**config.mk**
```make
export PLATFORM = sky130hd
export DESIGN_NAME = prcl_top
export DESIGN_NICKNAME = d
export VERILOG_FILES = /design/src/prcl_pkg.sv /design/src/prcl_clk_div.sv /design/src/prcl_top.sv
export SDC_FILE = /design/constraint.sdc
export NUM_CORES = 1
export LEC_CHECK = 0
export BUFFER_PORTS_ARGS = -buffer_cell sky130_fd_sc_hd__buf_2
export CAP_MARGIN = 20
export CORE_ASPECT_RATIO = 0.8
export CORE_MARGIN = 2
export CORE_UTILIZATION = 45
export CTS_BUF_LIST = sky130_fd_sc_hd__clkbuf_4
export CTS_CLUSTER_SIZE = 16
export DETAILED_ROUTE_END_ITERATION = 8
export PLACE_DENSITY = 0.74
export SLEW_MARGIN = 10
export SYNTH_ARGS = -nofsm -noshare
export SYNTH_HDL_FRONTEND = slang
export SYNTH_HIERARCHICAL = 1
export SYNTH_SLANG_ARGS = --single-unit
```
**constraint.sdc**
```tcl
create_clock -name i_clk_sys -period 3.7 [get_ports i_clk_sys]
set_input_delay 0.74 -clock i_clk_sys [delete_from_list [all_inputs] [get_ports i_clk_sys]]
set_output_delay 0.74 -clock i_clk_sys [all_outputs]
set_load 0.05 [all_outputs]
```
**src/prcl_pkg.sv**
```systemverilog
package prcl_pkg;

  localparam logic [7:0] PRCL_OFS_CTRL_LOW = 8'h40;
  localparam logic [7:0] PRCL_OFS_CTRL_HIGH = 8'h41;
  localparam logic [7:0] PRCL_OFS_IRQ_STATUS = 8'h60;
  localparam logic [7:0] PRCL_OFS_IRQ_MASK = 8'h61;

  localparam int PRCL_BIT_ENABLE = 0;
  localparam int PRCL_BIT_LOAD_OKAY = 1;
  localparam int PRCL_BIT_RSVD_LO = 2;
  localparam int PRCL_BIT_RSVD_HI = 3;
  localparam int PRCL_BIT_FLAG = 4;
  localparam int PRCL_BIT_IRQ_EN = 5;
  localparam int PRCL_BIT_DIV_LO = 6;
  localparam int PRCL_BIT_DIV_HI = 7;
  localparam int PRCL_BIT_LOAD_FREQUENCY_SELECT_LO = 4;
  localparam int PRCL_BIT_LOAD_FREQUENCY_SELECT_HI = 7;

  localparam logic [7:0] PRCL_CTRL_LOW_RESET = 8'h00;
  localparam logic [3:0] PRCL_LOAD_FREQUENCY_SELECT_RESET = 4'h0;
  localparam logic [3:0] PRCL_DIV_CNT_RESET = 4'h0;

  localparam int PRCL_EV_RELOAD = 0;
  localparam int PRCL_EV_LOADED = 1;
  localparam int PRCL_EV_W = 2;

  typedef enum logic [1:0] {
    PRCL_DIV1 = 2'b00,
    PRCL_DIV2 = 2'b01,
    PRCL_DIV4 = 2'b10,
    PRCL_DIV8 = 2'b11
  } prcl_div_t;

  typedef enum logic {
    PRCL_CLR_IDLE = 1'b0,
    PRCL_CLR_ARMED = 1'b1
  } prcl_clr_t;

  typedef struct packed {
    logic wr;
    logic rd;
    logic [7:0] addr;
    logic [7:0] wdata;
  } prcl_bus_req_t;

endpackage

```
**src/prcl_clk_div.sv**
```systemverilog
`timescale 1ns/10ps
`default_nettype none
module prcl_clk_div (
  input wire logic i_clk_sys,
  input wire logic i_rst_n,
  input wire logic i_run,
  input wire prcl_pkg::prcl_div_t i_div_sel,
  output logic o_tick
);
  import prcl_pkg::*;

  logic [2:0] cnt_reg;
  logic [2:0] mask;

  // The divider runs straight off the system clock, which is the high-speed clock.
  always_comb begin
    unique case (i_div_sel)
      PRCL_DIV1: mask = 3'h0;
      PRCL_DIV2: mask = 3'h1;
      PRCL_DIV4: mask = 3'h3;
      PRCL_DIV8: mask = 3'h7;
    endcase
  end

  assign o_tick = i_run && ((cnt_reg & mask) == mask);

  always_ff @(posedge i_clk_sys or negedge i_rst_n) begin
    if (!i_rst_n) begin
      cnt_reg <= PRCL_DIV_CNT_RESET[2:0];
    end else if (!i_run) begin
      cnt_reg <= 3'h0;
    end else begin
      // Restarting after every tick gives a newly loaded divisor a full first period.
      cnt_reg <= o_tick ? 3'h0 : cnt_reg + 3'h1;
    end
  end

  property p_div1_every;
    @(posedge i_clk_sys) disable iff (!i_rst_n)
      (i_run && i_div_sel == PRCL_DIV1) |-> o_tick;
  endproperty
  a_div1_every: assert property (p_div1_every) else $error("undivided clock missed a tick");

  property p_div8_gap;
    @(posedge i_clk_sys) disable iff (!i_rst_n)
      (o_tick && i_div_sel == PRCL_DIV8) ##1 (i_run && i_div_sel == PRCL_DIV8) [*7]
        |-> !o_tick ##1 (i_run && i_div_sel == PRCL_DIV8) |-> o_tick;
  endproperty
  a_div8_gap: assert property (p_div8_gap) else $error("divide by eight spacing wrong");

endmodule
`default_nettype wire

```
**src/prcl_top.sv**
```systemverilog
`timescale 1ns/10ps
`default_nettype none
module prcl_top #(
  parameter int CW = 16,
  parameter int NCH = 6
) (
  input wire logic i_clk_sys,
  input wire logic i_rst_n,
  input wire prcl_pkg::prcl_bus_req_t i_bus,
  output logic [7:0] o_rdata,
  input wire logic [CW-1:0] i_mod_buf,
  input wire logic [NCH*CW-1:0] i_val_buf,
  input wire logic [NCH-1:0] i_override,
  input wire logic [NCH-1:0] i_override_val,
  output logic [NCH-1:0] o_pwm_out,
  output logic [CW-1:0] o_mod_active,
  output logic [NCH*CW-1:0] o_val_active,
  output logic [CW-1:0] o_count,
  output logic o_reload,
  output logic o_irq
);
  import prcl_pkg::*;

  prcl_div_t div_buf_reg;
  prcl_div_t div_act_reg;
  prcl_clr_t clr_reg;
  logic irq_en_reg;
  logic flag_reg;
  logic load_okay_reg;
  logic enable_reg;
  logic [3:0] load_frequency_select_buf_reg;
  logic [3:0] load_frequency_select_act_reg;
  logic [3:0] opp_cnt_reg;
  logic [CW-1:0] cnt_reg;
  logic [CW-1:0] mod_act_reg;
  logic [NCH*CW-1:0] val_act_reg;
  logic [PRCL_EV_W-1:0] ev_stat_reg;
  logic [PRCL_EV_W-1:0] ev_mask_reg;
  logic [PRCL_EV_W-1:0] ev_set;
  logic [NCH-1:0] pwm_next;
  logic [7:0] rdata_reg;
  logic [7:0] rdata_next;
  logic tick;
  logic cnt_last;
  logic opp;
  logic reload;
  logic loaded;
  logic wr_ctrl;
  logic rd_ctrl;
  logic wr_ctrlh;
  logic wr_stat;
  logic wr_mask;
  logic flag_clear;

  assign wr_ctrl = i_bus.wr && (i_bus.addr == PRCL_OFS_CTRL_LOW);
  assign rd_ctrl = i_bus.rd && (i_bus.addr == PRCL_OFS_CTRL_LOW);
  assign wr_ctrlh = i_bus.wr && (i_bus.addr == PRCL_OFS_CTRL_HIGH);
  assign wr_stat = i_bus.wr && (i_bus.addr == PRCL_OFS_IRQ_STATUS);
  assign wr_mask = i_bus.wr && (i_bus.addr == PRCL_OFS_IRQ_MASK);

  prcl_clk_div u_div (
    .i_clk_sys(i_clk_sys),
    .i_rst_n(i_rst_n),
    .i_run(enable_reg),
    .i_div_sel(div_act_reg),
    .o_tick(tick)
  );

  // A zero modulus wraps on every PWM clock so the counter can never run away.
  assign cnt_last = (mod_act_reg == '0) || (cnt_reg >= (mod_act_reg - {{(CW-1){1'b0}}, 1'b1}));
  assign opp = tick && cnt_last;
  assign reload = opp && (opp_cnt_reg == load_frequency_select_act_reg);
  assign loaded = reload && load_okay_reg;

  always_ff @(posedge i_clk_sys or negedge i_rst_n) begin
    if (!i_rst_n) begin
      cnt_reg <= '0;
    end else if (!enable_reg) begin
      cnt_reg <= '0;
    end else if (tick) begin
      cnt_reg <= cnt_last ? '0 : cnt_reg + {{(CW-1){1'b0}}, 1'b1};
    end
  end

  always_ff @(posedge i_clk_sys or negedge i_rst_n) begin
    if (!i_rst_n) begin
      opp_cnt_reg <= 4'h0;
      load_frequency_select_act_reg <= PRCL_LOAD_FREQUENCY_SELECT_RESET;
      load_frequency_select_buf_reg <= PRCL_LOAD_FREQUENCY_SELECT_RESET;
    end else begin
      if (!enable_reg) begin
        opp_cnt_reg <= 4'h0;
      end else if (opp) begin
        opp_cnt_reg <= reload ? 4'h0 : opp_cnt_reg + 4'h1;
      end
      if (reload) begin
        load_frequency_select_act_reg <= load_frequency_select_buf_reg;
      end
      if (wr_ctrlh) begin
        load_frequency_select_buf_reg <= i_bus.wdata[PRCL_BIT_LOAD_FREQUENCY_SELECT_HI:PRCL_BIT_LOAD_FREQUENCY_SELECT_LO];
      end
    end
  end

  always_ff @(posedge i_clk_sys or negedge i_rst_n) begin
    if (!i_rst_n) begin
      div_buf_reg <= prcl_div_t'(PRCL_CTRL_LOW_RESET[PRCL_BIT_DIV_HI:PRCL_BIT_DIV_LO]);
      irq_en_reg <= PRCL_CTRL_LOW_RESET[PRCL_BIT_IRQ_EN];
      enable_reg <= PRCL_CTRL_LOW_RESET[PRCL_BIT_ENABLE];
    end else if (wr_ctrl) begin
      div_buf_reg <= prcl_div_t'(i_bus.wdata[PRCL_BIT_DIV_HI:PRCL_BIT_DIV_LO]);
      irq_en_reg <= i_bus.wdata[PRCL_BIT_IRQ_EN];
      enable_reg <= i_bus.wdata[PRCL_BIT_ENABLE];
    end
  end

  // A write that lands on the reload cycle decides the bit for the next reload.
  always_ff @(posedge i_clk_sys or negedge i_rst_n) begin
    if (!i_rst_n) begin
      load_okay_reg <= PRCL_CTRL_LOW_RESET[PRCL_BIT_LOAD_OKAY];
    end else if (wr_ctrl) begin
      load_okay_reg <= i_bus.wdata[PRCL_BIT_LOAD_OKAY];
    end else if (loaded) begin
      load_okay_reg <= 1'b0;
    end
  end

  always_ff @(posedge i_clk_sys or negedge i_rst_n) begin
    if (!i_rst_n) begin
      div_act_reg <= PRCL_DIV1;
      mod_act_reg <= '0;
      val_act_reg <= '0;
    end else if (loaded) begin
      div_act_reg <= div_buf_reg;
      mod_act_reg <= i_mod_buf;
      val_act_reg <= i_val_buf;
    end
  end

  always_ff @(posedge i_clk_sys or negedge i_rst_n) begin
    if (!i_rst_n) begin
      clr_reg <= PRCL_CLR_IDLE;
    end else if (reload) begin
      clr_reg <= PRCL_CLR_IDLE;
    end else if (rd_ctrl && flag_reg) begin
      clr_reg <= PRCL_CLR_ARMED;
    end else if (wr_ctrl && !i_bus.wdata[PRCL_BIT_FLAG]) begin
      clr_reg <= PRCL_CLR_IDLE;
    end
  end

  assign flag_clear = wr_ctrl && !i_bus.wdata[PRCL_BIT_FLAG] && (clr_reg == PRCL_CLR_ARMED);

  // A reload in the same cycle as the clearing write keeps the flag set.
  always_ff @(posedge i_clk_sys or negedge i_rst_n) begin
    if (!i_rst_n) begin
      flag_reg <= PRCL_CTRL_LOW_RESET[PRCL_BIT_FLAG];
    end else if (reload) begin
      flag_reg <= 1'b1;
    end else if (flag_clear) begin
      flag_reg <= 1'b0;
    end
  end

  assign ev_set[PRCL_EV_RELOAD] = reload;
  assign ev_set[PRCL_EV_LOADED] = loaded;

  always_ff @(posedge i_clk_sys or negedge i_rst_n) begin
    if (!i_rst_n) begin
      ev_stat_reg <= '0;
    end else if (wr_stat) begin
      ev_stat_reg <= (ev_stat_reg & ~i_bus.wdata[PRCL_EV_W-1:0]) | ev_set;
    end else begin
      ev_stat_reg <= ev_stat_reg | ev_set;
    end
  end

  always_ff @(posedge i_clk_sys or negedge i_rst_n) begin
    if (!i_rst_n) begin
      ev_mask_reg <= '0;
    end else if (wr_mask) begin
      ev_mask_reg <= i_bus.wdata[PRCL_EV_W-1:0];
    end
  end

  assign o_irq = (flag_reg && irq_en_reg) || (|(ev_stat_reg & ev_mask_reg));

  for (genvar ch = 0; ch < NCH; ch++) begin : g_ch
    always_comb begin
      if (i_override[ch]) begin
        pwm_next[ch] = i_override_val[ch];
      end else if (enable_reg) begin
        pwm_next[ch] = cnt_reg < val_act_reg[ch*CW +: CW];
      end else begin
        pwm_next[ch] = 1'b0;
      end
    end

    property p_pins_idle;
      @(posedge i_clk_sys) disable iff (!i_rst_n)
        (!enable_reg && !i_override[ch]) |=> !o_pwm_out[ch];
    endproperty
    a_pins_idle: assert property (p_pins_idle) else $error("disabled pin not inactive");
  end

  always_ff @(posedge i_clk_sys or negedge i_rst_n) begin
    if (!i_rst_n) begin
      o_pwm_out <= '0;
    end else begin
      o_pwm_out <= pwm_next;
    end
  end

  always_comb begin
    rdata_next = 8'h00;
    if (i_bus.rd) begin
      unique case (i_bus.addr)
        PRCL_OFS_CTRL_LOW: begin
          rdata_next[PRCL_BIT_DIV_HI:PRCL_BIT_DIV_LO] = div_buf_reg;
          rdata_next[PRCL_BIT_IRQ_EN] = irq_en_reg;
          rdata_next[PRCL_BIT_FLAG] = flag_reg;
          rdata_next[PRCL_BIT_RSVD_HI:PRCL_BIT_RSVD_LO] = 2'b00;
          rdata_next[PRCL_BIT_LOAD_OKAY] = load_okay_reg;
          rdata_next[PRCL_BIT_ENABLE] = enable_reg;
        end
        PRCL_OFS_CTRL_HIGH: rdata_next[PRCL_BIT_LOAD_FREQUENCY_SELECT_HI:PRCL_BIT_LOAD_FREQUENCY_SELECT_LO] = load_frequency_select_buf_reg;
        PRCL_OFS_IRQ_STATUS: rdata_next[PRCL_EV_W-1:0] = ev_stat_reg;
        PRCL_OFS_IRQ_MASK: rdata_next[PRCL_EV_W-1:0] = ev_mask_reg;
        default: rdata_next = 8'h00;
      endcase
    end
  end

  always_ff @(posedge i_clk_sys or negedge i_rst_n) begin
    if (!i_rst_n) begin
      rdata_reg <= 8'h00;
    end else begin
      rdata_reg <= rdata_next;
    end
  end

  assign o_rdata = rdata_reg;
  assign o_mod_active = mod_act_reg;
  assign o_val_active = val_act_reg;
  assign o_count = cnt_reg;
  assign o_reload = reload;

  property p_reload_sets_flag;
    @(posedge i_clk_sys) disable iff (!i_rst_n)
      reload |=> flag_reg;
  endproperty
  a_reload_sets_flag: assert property (p_reload_sets_flag) else $error("reload left flag clear");

  property p_reload_irq;
    @(posedge i_clk_sys) disable iff (!i_rst_n)
      (reload && irq_en_reg && !wr_ctrl) |=> o_irq;
  endproperty
  a_reload_irq: assert property (p_reload_irq) else $error("enabled reload raised no interrupt");

  property p_no_irq;
    @(posedge i_clk_sys) disable iff (!i_rst_n)
      (!irq_en_reg && ((ev_stat_reg & ev_mask_reg) == '0)) |-> !o_irq;
  endproperty
  a_no_irq: assert property (p_no_irq) else $error("interrupt while disabled");

  property p_div_applied;
    @(posedge i_clk_sys) disable iff (!i_rst_n)
      loaded |=> div_act_reg == $past(div_buf_reg);
  endproperty
  a_div_applied: assert property (p_div_applied) else $error("prescaler not applied");

  property p_div_held;
    @(posedge i_clk_sys) disable iff (!i_rst_n)
      !loaded |=> $stable(div_act_reg) && $stable(mod_act_reg);
  endproperty
  a_div_held: assert property (p_div_held) else $error("active value moved off reload");

  property p_load_okay_self_clear;
    @(posedge i_clk_sys) disable iff (!i_rst_n)
      (loaded && !wr_ctrl) |=> !load_okay_reg;
  endproperty
  a_load_okay_self_clear: assert property (p_load_okay_self_clear) else $error("load-okay not cleared");

  property p_flag_needs_read;
    @(posedge i_clk_sys) disable iff (!i_rst_n)
      (flag_reg && clr_reg == PRCL_CLR_IDLE) |=> flag_reg;
  endproperty
  a_flag_needs_read: assert property (p_flag_needs_read) else $error("flag cleared w/o read");

  property p_reload_disarms;
    @(posedge i_clk_sys) disable iff (!i_rst_n)
      reload ##1 (wr_ctrl && !i_bus.wdata[PRCL_BIT_FLAG]) |=> flag_reg;
  endproperty
  a_reload_disarms: assert property (p_reload_disarms) else $error("stale clear took effect");

  property p_flag_w1_noop;
    @(posedge i_clk_sys) disable iff (!i_rst_n)
      (!flag_reg && !reload) |=> !flag_reg;
  endproperty
  a_flag_w1_noop: assert property (p_flag_w1_noop) else $error("flag set without reload");

  property p_read_ctrl;
    @(posedge i_clk_sys) disable iff (!i_rst_n)
      rd_ctrl |=> (o_rdata[PRCL_BIT_RSVD_HI:PRCL_BIT_RSVD_LO] == 2'b00)
        && (o_rdata[PRCL_BIT_DIV_HI:PRCL_BIT_DIV_LO] == $past(div_buf_reg));
  endproperty
  a_read_ctrl: assert property (p_read_ctrl) else $error("control readback wrong");

  c_reload: cover property (@(posedge i_clk_sys) disable iff (!i_rst_n) loaded);
  c_flag_cleared: cover property (@(posedge i_clk_sys) disable iff (!i_rst_n) flag_clear);
  c_clear_blocked: cover property (@(posedge i_clk_sys) disable iff (!i_rst_n)
    (clr_reg == PRCL_CLR_ARMED) && reload);

endmodule
`default_nettype wire

```
* Word level (Yosys, flattened, before mapping)
Index checks and enable logic that the tools add are counted.
** Storage, ports and cells
- Register bits :: 170
- Input port bits :: 144
** Cells by class
- Muxes and demuxes :: 32
- Reduce and logical (&&, ||, !) cells :: 22
- Magnitude comparators :: 7
- $add $sub $neg :: 4
- Equality and inequality tests :: 11
- Bitwise operators :: 6
** Operator list (number)
- $lt A16 B16 Y1 :: 6
- $mux W16 :: 3
- $eq A8 B7 Y1 const B :: 4
- $mux W1 :: 19
- $add A16 B1 Y16 const B :: 1
- $ge A16 B16 Y1 :: 1
- $logic_not A16 Y1 :: 1
- $sub A16 B1 Y16 const B :: 1
- $logic_and A1 B1 Y1 :: 13
- $mux W4 :: 3
- $pmux W3 S4 :: 1
- $mux W8 :: 1
- $pmux W4 S2 :: 1
- $mux W3 :: 2
- $pmux W2 S3 :: 1
- $add A4 B1 Y4 const B :: 1
- $and A2 B2 Y2 :: 2
- $eq A2 B2 Y1 const B :: 2
- $eq A4 B4 Y1 :: 1
- $ne A2 B1 Y1 const B :: 2
- $or A2 B2 Y2 :: 2
- $reduce_bool A2 Y1 :: 2
- $add A3 B1 Y3 const B :: 1
- $and A3 B3 Y3 :: 1
- 9 further kinds :: 10

* Longest topological paths before layout
- Word-level depth :: 10
- Gate-level depth with buffers :: 16
- Depth with buffers taken out :: 13

* By module
Netlist, hierarchy kept.
** By module, submodules not included
- prcl_top :: cells an instance 856, instances 1, sequential area each 4129.0 sq um, area an instance 9579.2 sq um
- prcl_clk_div :: cells an instance 14, instances 1, sequential area each 75.1 sq um, area an instance 162.7 sq um

* Least setup slack after synthesis
OpenSTA, ideal clock, no wires.
- Path kind :: register to output
- From :: reg mod_act_reg[2] (netlist: o_mod_active[2])
- To :: out o_reload
- Data arrival time :: 3.696 ns
- Stages on the path, launching flop included :: 14
- Path slack :: -0.736 ns
- Buffers on the path :: 1
- Data required time :: 2.960 ns
- Cells stage by stage :: dfrtp_1 > nor3_1 > and3_1 > nand2b_1 > nand2b_1 > nor4_1 > xnor2_1 > ha_1 > nand4_1 > or3_1 > or4_4 > nand4_4 > and3_1 > buf_2
** On the way
- Word-level cells in the longest chain between the ends :: 5
- Elaborated cells between the ends (all ways) :: 6
- Those cells by class :: 1 x add/sub; 1 x order compare; 4 x reduce/logical
** RTL lines
- start: declaration :: RTL line prcl_top.sv:35 : logic [CW-1:0] mod_act_reg;
- start signal: assignment :: RTL line prcl_top.sv:135 : mod_act_reg <= i_mod_buf;
- $sub A16 B1 Y16 :: RTL line prcl_top.sv:70 : assign cnt_last = (mod_act_reg == '0) || (cnt_reg >= (mod_act_reg - {{(CW-1){1'b0}}, 1'b1}));
- $ge A16 B16 Y1 :: RTL line prcl_top.sv:70
- $logic_or A1 B1 Y1 (*) :: RTL line prcl_top.sv:70
- $logic_and A1 B1 Y1 (*) :: RTL line prcl_top.sv:71 : assign opp = tick && cnt_last;
- $logic_and A1 B1 Y1 (*) :: RTL line prcl_top.sv:72 : assign reload = opp && (opp_cnt_reg == load_frequency_select_act_reg);
- end: declaration :: RTL line prcl_top.sv:19 : output logic o_reload,
Mark *: on every way between the ends. The rest lies on a longest branch, timed or not.

* Worst setup path after layout
- From :: reg mod_act_reg[4] (netlist: o_mod_active[4])
- To :: out o_reload
The elaborated chain is that of the path after synthesis.

==> impl_metrics.toml <==
[cells_and_area]
register_area_um2 = 4212
layoutNonFillerInstCount = 1539
fillers = 1708
drive_above_1_share = 0.4497
layout.nets = 1506
utilization = 0.6214
area_growth_syn_to_layout_pct = 36.37
multiInputGateArea_um2 = 5470
largest_reg_flops = 96
stdcell_area_um2 = 13290

[sta]
finalSetupViolCount = 120
finClkSkew_ns = 0.02980
hold_viol_final = 0
rsz0062_at_grt = "true"
slew_headroom = 0.5461
fmax_ghz = 0.2195
worstMarginPinSlew_ns = 0.6784
finalCritPeriodShare = 1.231
fin_crit_ns = 4.555
layout_setup_ws_ns = -0.8550
slew_viol_final = 0

[worst_setup_path]
path_max_fanout = 3
critPathKind = "reg2out"
critPathArrivalTime_ns = 3.81
rr_worst_depth = 19
rrSetupSlack_ns = -0.54
timing.rr.start = "o_mod_active[4]$_DFFE_PN0P_"
worstSetupStartpointType = "register"
cp.required_ns = 2.96
critical_path.endpoint_type = "output port"
r2r_end = "o_val_active[52]$_DFFE_PN0P_"

[placement]
place_hpwl_um = 20240
gp_congestion = 0.8270
port_buffers = 283
place_area_um2 = 12410
pre_cts_ws_ns = -0.3651
dp_cells = 1485

[clock_tree]
numClockSinks = 168
clk_path_buf_depth = 2
cts_tree = "built"
ctsHoldBuffers = 0
cts_root_buf = "clkbuf_4"
htreeDepth = 4
clkTransAtPathRegs_ns = 0.14
cts_buffers = 17
clkLatencyLatePin_ns = 0.58

[detailed_routing]
highest_layer = "met4"
met3_wirelength_um = 1633
viasPerCell = 5.337
vias = 8214
drc = 0
totalWireLength_um = 28280
m1WireLength_um = 12800
met2_wirelength_um = 13340
antenna_left = 0
drt_iter0_drc = 458
wl_per_cell_um = 18.38
drt_first_pass_iters = 5

[synth]
synthSimpleGateAreaFrac = 0.09838
synthAdderAreaFrac = 0.1413
ys_seq_area_frac = 0.4315
avgSynthCellArea_um2 = 11.20
synthFlopType = "dfrtp_1"
synthCells = 870
synth_common_cells = "dfrtp_1, ha_1, inv_1"
synth-edff-count = 0
synth.distinct_cells = 55
synth_top_family_by_area = "multiplexers"
synth_warnings = 6
synth_top_area_share = 0.4315
synth_area_um2 = 9742
synth_most_common_cell = "dfrtp_1"
synth_seq_cells = 168
async_flop_share = 1.000
synth_xor_area_frac = 0.01708
synth_top_cell_by_area = "dfrtp_1"
synthTopCellsByArea = "dfrtp_1, ha_1, mux2_2, mux2_1, inv_1"
synthMuxAreaShare = 0.1554
synth-compound-area-share = 0.09748

[floorplanning]
ioPinCount = 288
rows = 48
die_h_um = 135.6
die_area_um2 = 22850
initial_core_util = 0.4556
die_w_um = 168.5
coreArea_um2 = 21380

[global_routing]
overflow = 0
grt_pass1_wl_um = 42840
antenna_found_initial = 1
grt.total_usage = 0.2444
grt_pass1_vias = 8017
grt_max_degree = 79

[power_and_ir_drop]
power.density_nw_per_um2 = 295.2
power_mw = 3.922
worst_ir_drop_vdd_mv = 0.1557
p_leak_nw = 7.218

[run_status]
violations = "setup timing"
outcome = "finished with violations"

[worst_hold_path]
min_path_type = "in2async"

[run]
drv_cap = 0
[cell type report]
type,instances,share of cell area
Sequential cell,168,0.3170
Clock inverter,13,0.01168
Antenna cell,1,0.0001884
Timing Repair Buffer,386,0.1956
Tap cell,275,0.02590
Multi-Input combinational cell,579,0.4118
Clock buffer,17,0.009606
Inverter,100,0.02825
[repair_timing]
action	in CTS	in global routing
endpoints found under the hold margin	0	0
cloned	4	2
gates resized for setup	11	62
endpoints found under the setup margin	127	137
setup buffers	7	10
pin swaps	6	6
[how the worst max path moves through the flow]
stage	startpoint	slack, ns	cells past startpoint	endpoint
3_3_place_gp	o_mod_active[4]$_DFFE_PN0P_	-0.27	13	o_reload
2_1_floorplan	o_mod_active[4]$_DFFE_PN0P_	-0.26	13	o_reload
4_1_cts	o_mod_active[3]$_DFFE_PN0P_	-0.88	13	o_reload
6_report	o_mod_active[4]$_DFFE_PN0P_	-0.85	13	o_reload
3_5_place_dp	o_mod_active[4]$_DFFE_PN0P_	-0.37	13	o_reload
5_1_grt	o_mod_active[4]$_DFFE_PN0P_	-1.08	13	o_reload
[routing by layer]
layer,track usage,vias up
li1,-,3887
met1,0.3317,3984
met2,0.4047,300
met3,0.05142,43
met4,0.05556,0
met5,0,-
[layout by cell type, fill, tap and decap left out, types with 16 or more instances in the layout]
cell / instances
a21o_1: 23
a21oi_1: 28
buf_2: 281
buf_4: 56
buf_6: 21
clkbuf_4: 17
dfrtp_1: 162
ha_1: 110
inv_1: 100
mux2_2: 28
mux2_4: 100
nand2_1: 37
nand4_1: 16
nor2_1: 37
o21ai_0: 24
[report_power, final]
part / switching, mW / internal (mW)
sequential: 0.0589 / 1.90
clock: 0.668 / 0.458
combinational: 0.468 / 0.371
total: 1.19 / 2.73
[metrics by stage]
stage	hold WS (ns)	setup TNS, ns
6_report	0.1245	-52.61
3_3_place_gp	0.4960	-23.99
2_1_floorplan	0.4444	-19.26
4_1_cts	0.1079	-45.04
5_1_grt	0.1106	-74.06
3_5_place_dp	0.5029	-35.14
[worst max-delay path, cell delays in order (launching register included)]
cell	delay, ns
dfrtp_2	0.45
nor3_4	0.24
and3_4	0.24
nand2b_4	0.06
nand2b_4	0.17
nor3b_4	0.22
xnor2_2	0.08
ha_1	0.31
nand4_1	0.14
or3_4	0.35
or4_4	0.51
nand4_4	0.10
and3_4	0.22
buf_8	0.15
[kinds of logic (layout without fill, tap and decap cells)]
| kind of cell | after synthesis | after routing |
|---|---|---|
| flops | 168 | 168 |
| fa+ha+maj | 110 | 110 |
| simple gates | 178 | 178 |
| xor+xnor | 19 | 19 |
| buf+inv | 124 | 516 |
| compound gates | 135 | 135 |
| other cells | 1 | 3 |
| mux | 135 | 135 |
Power figures use the tool's default switching activity.
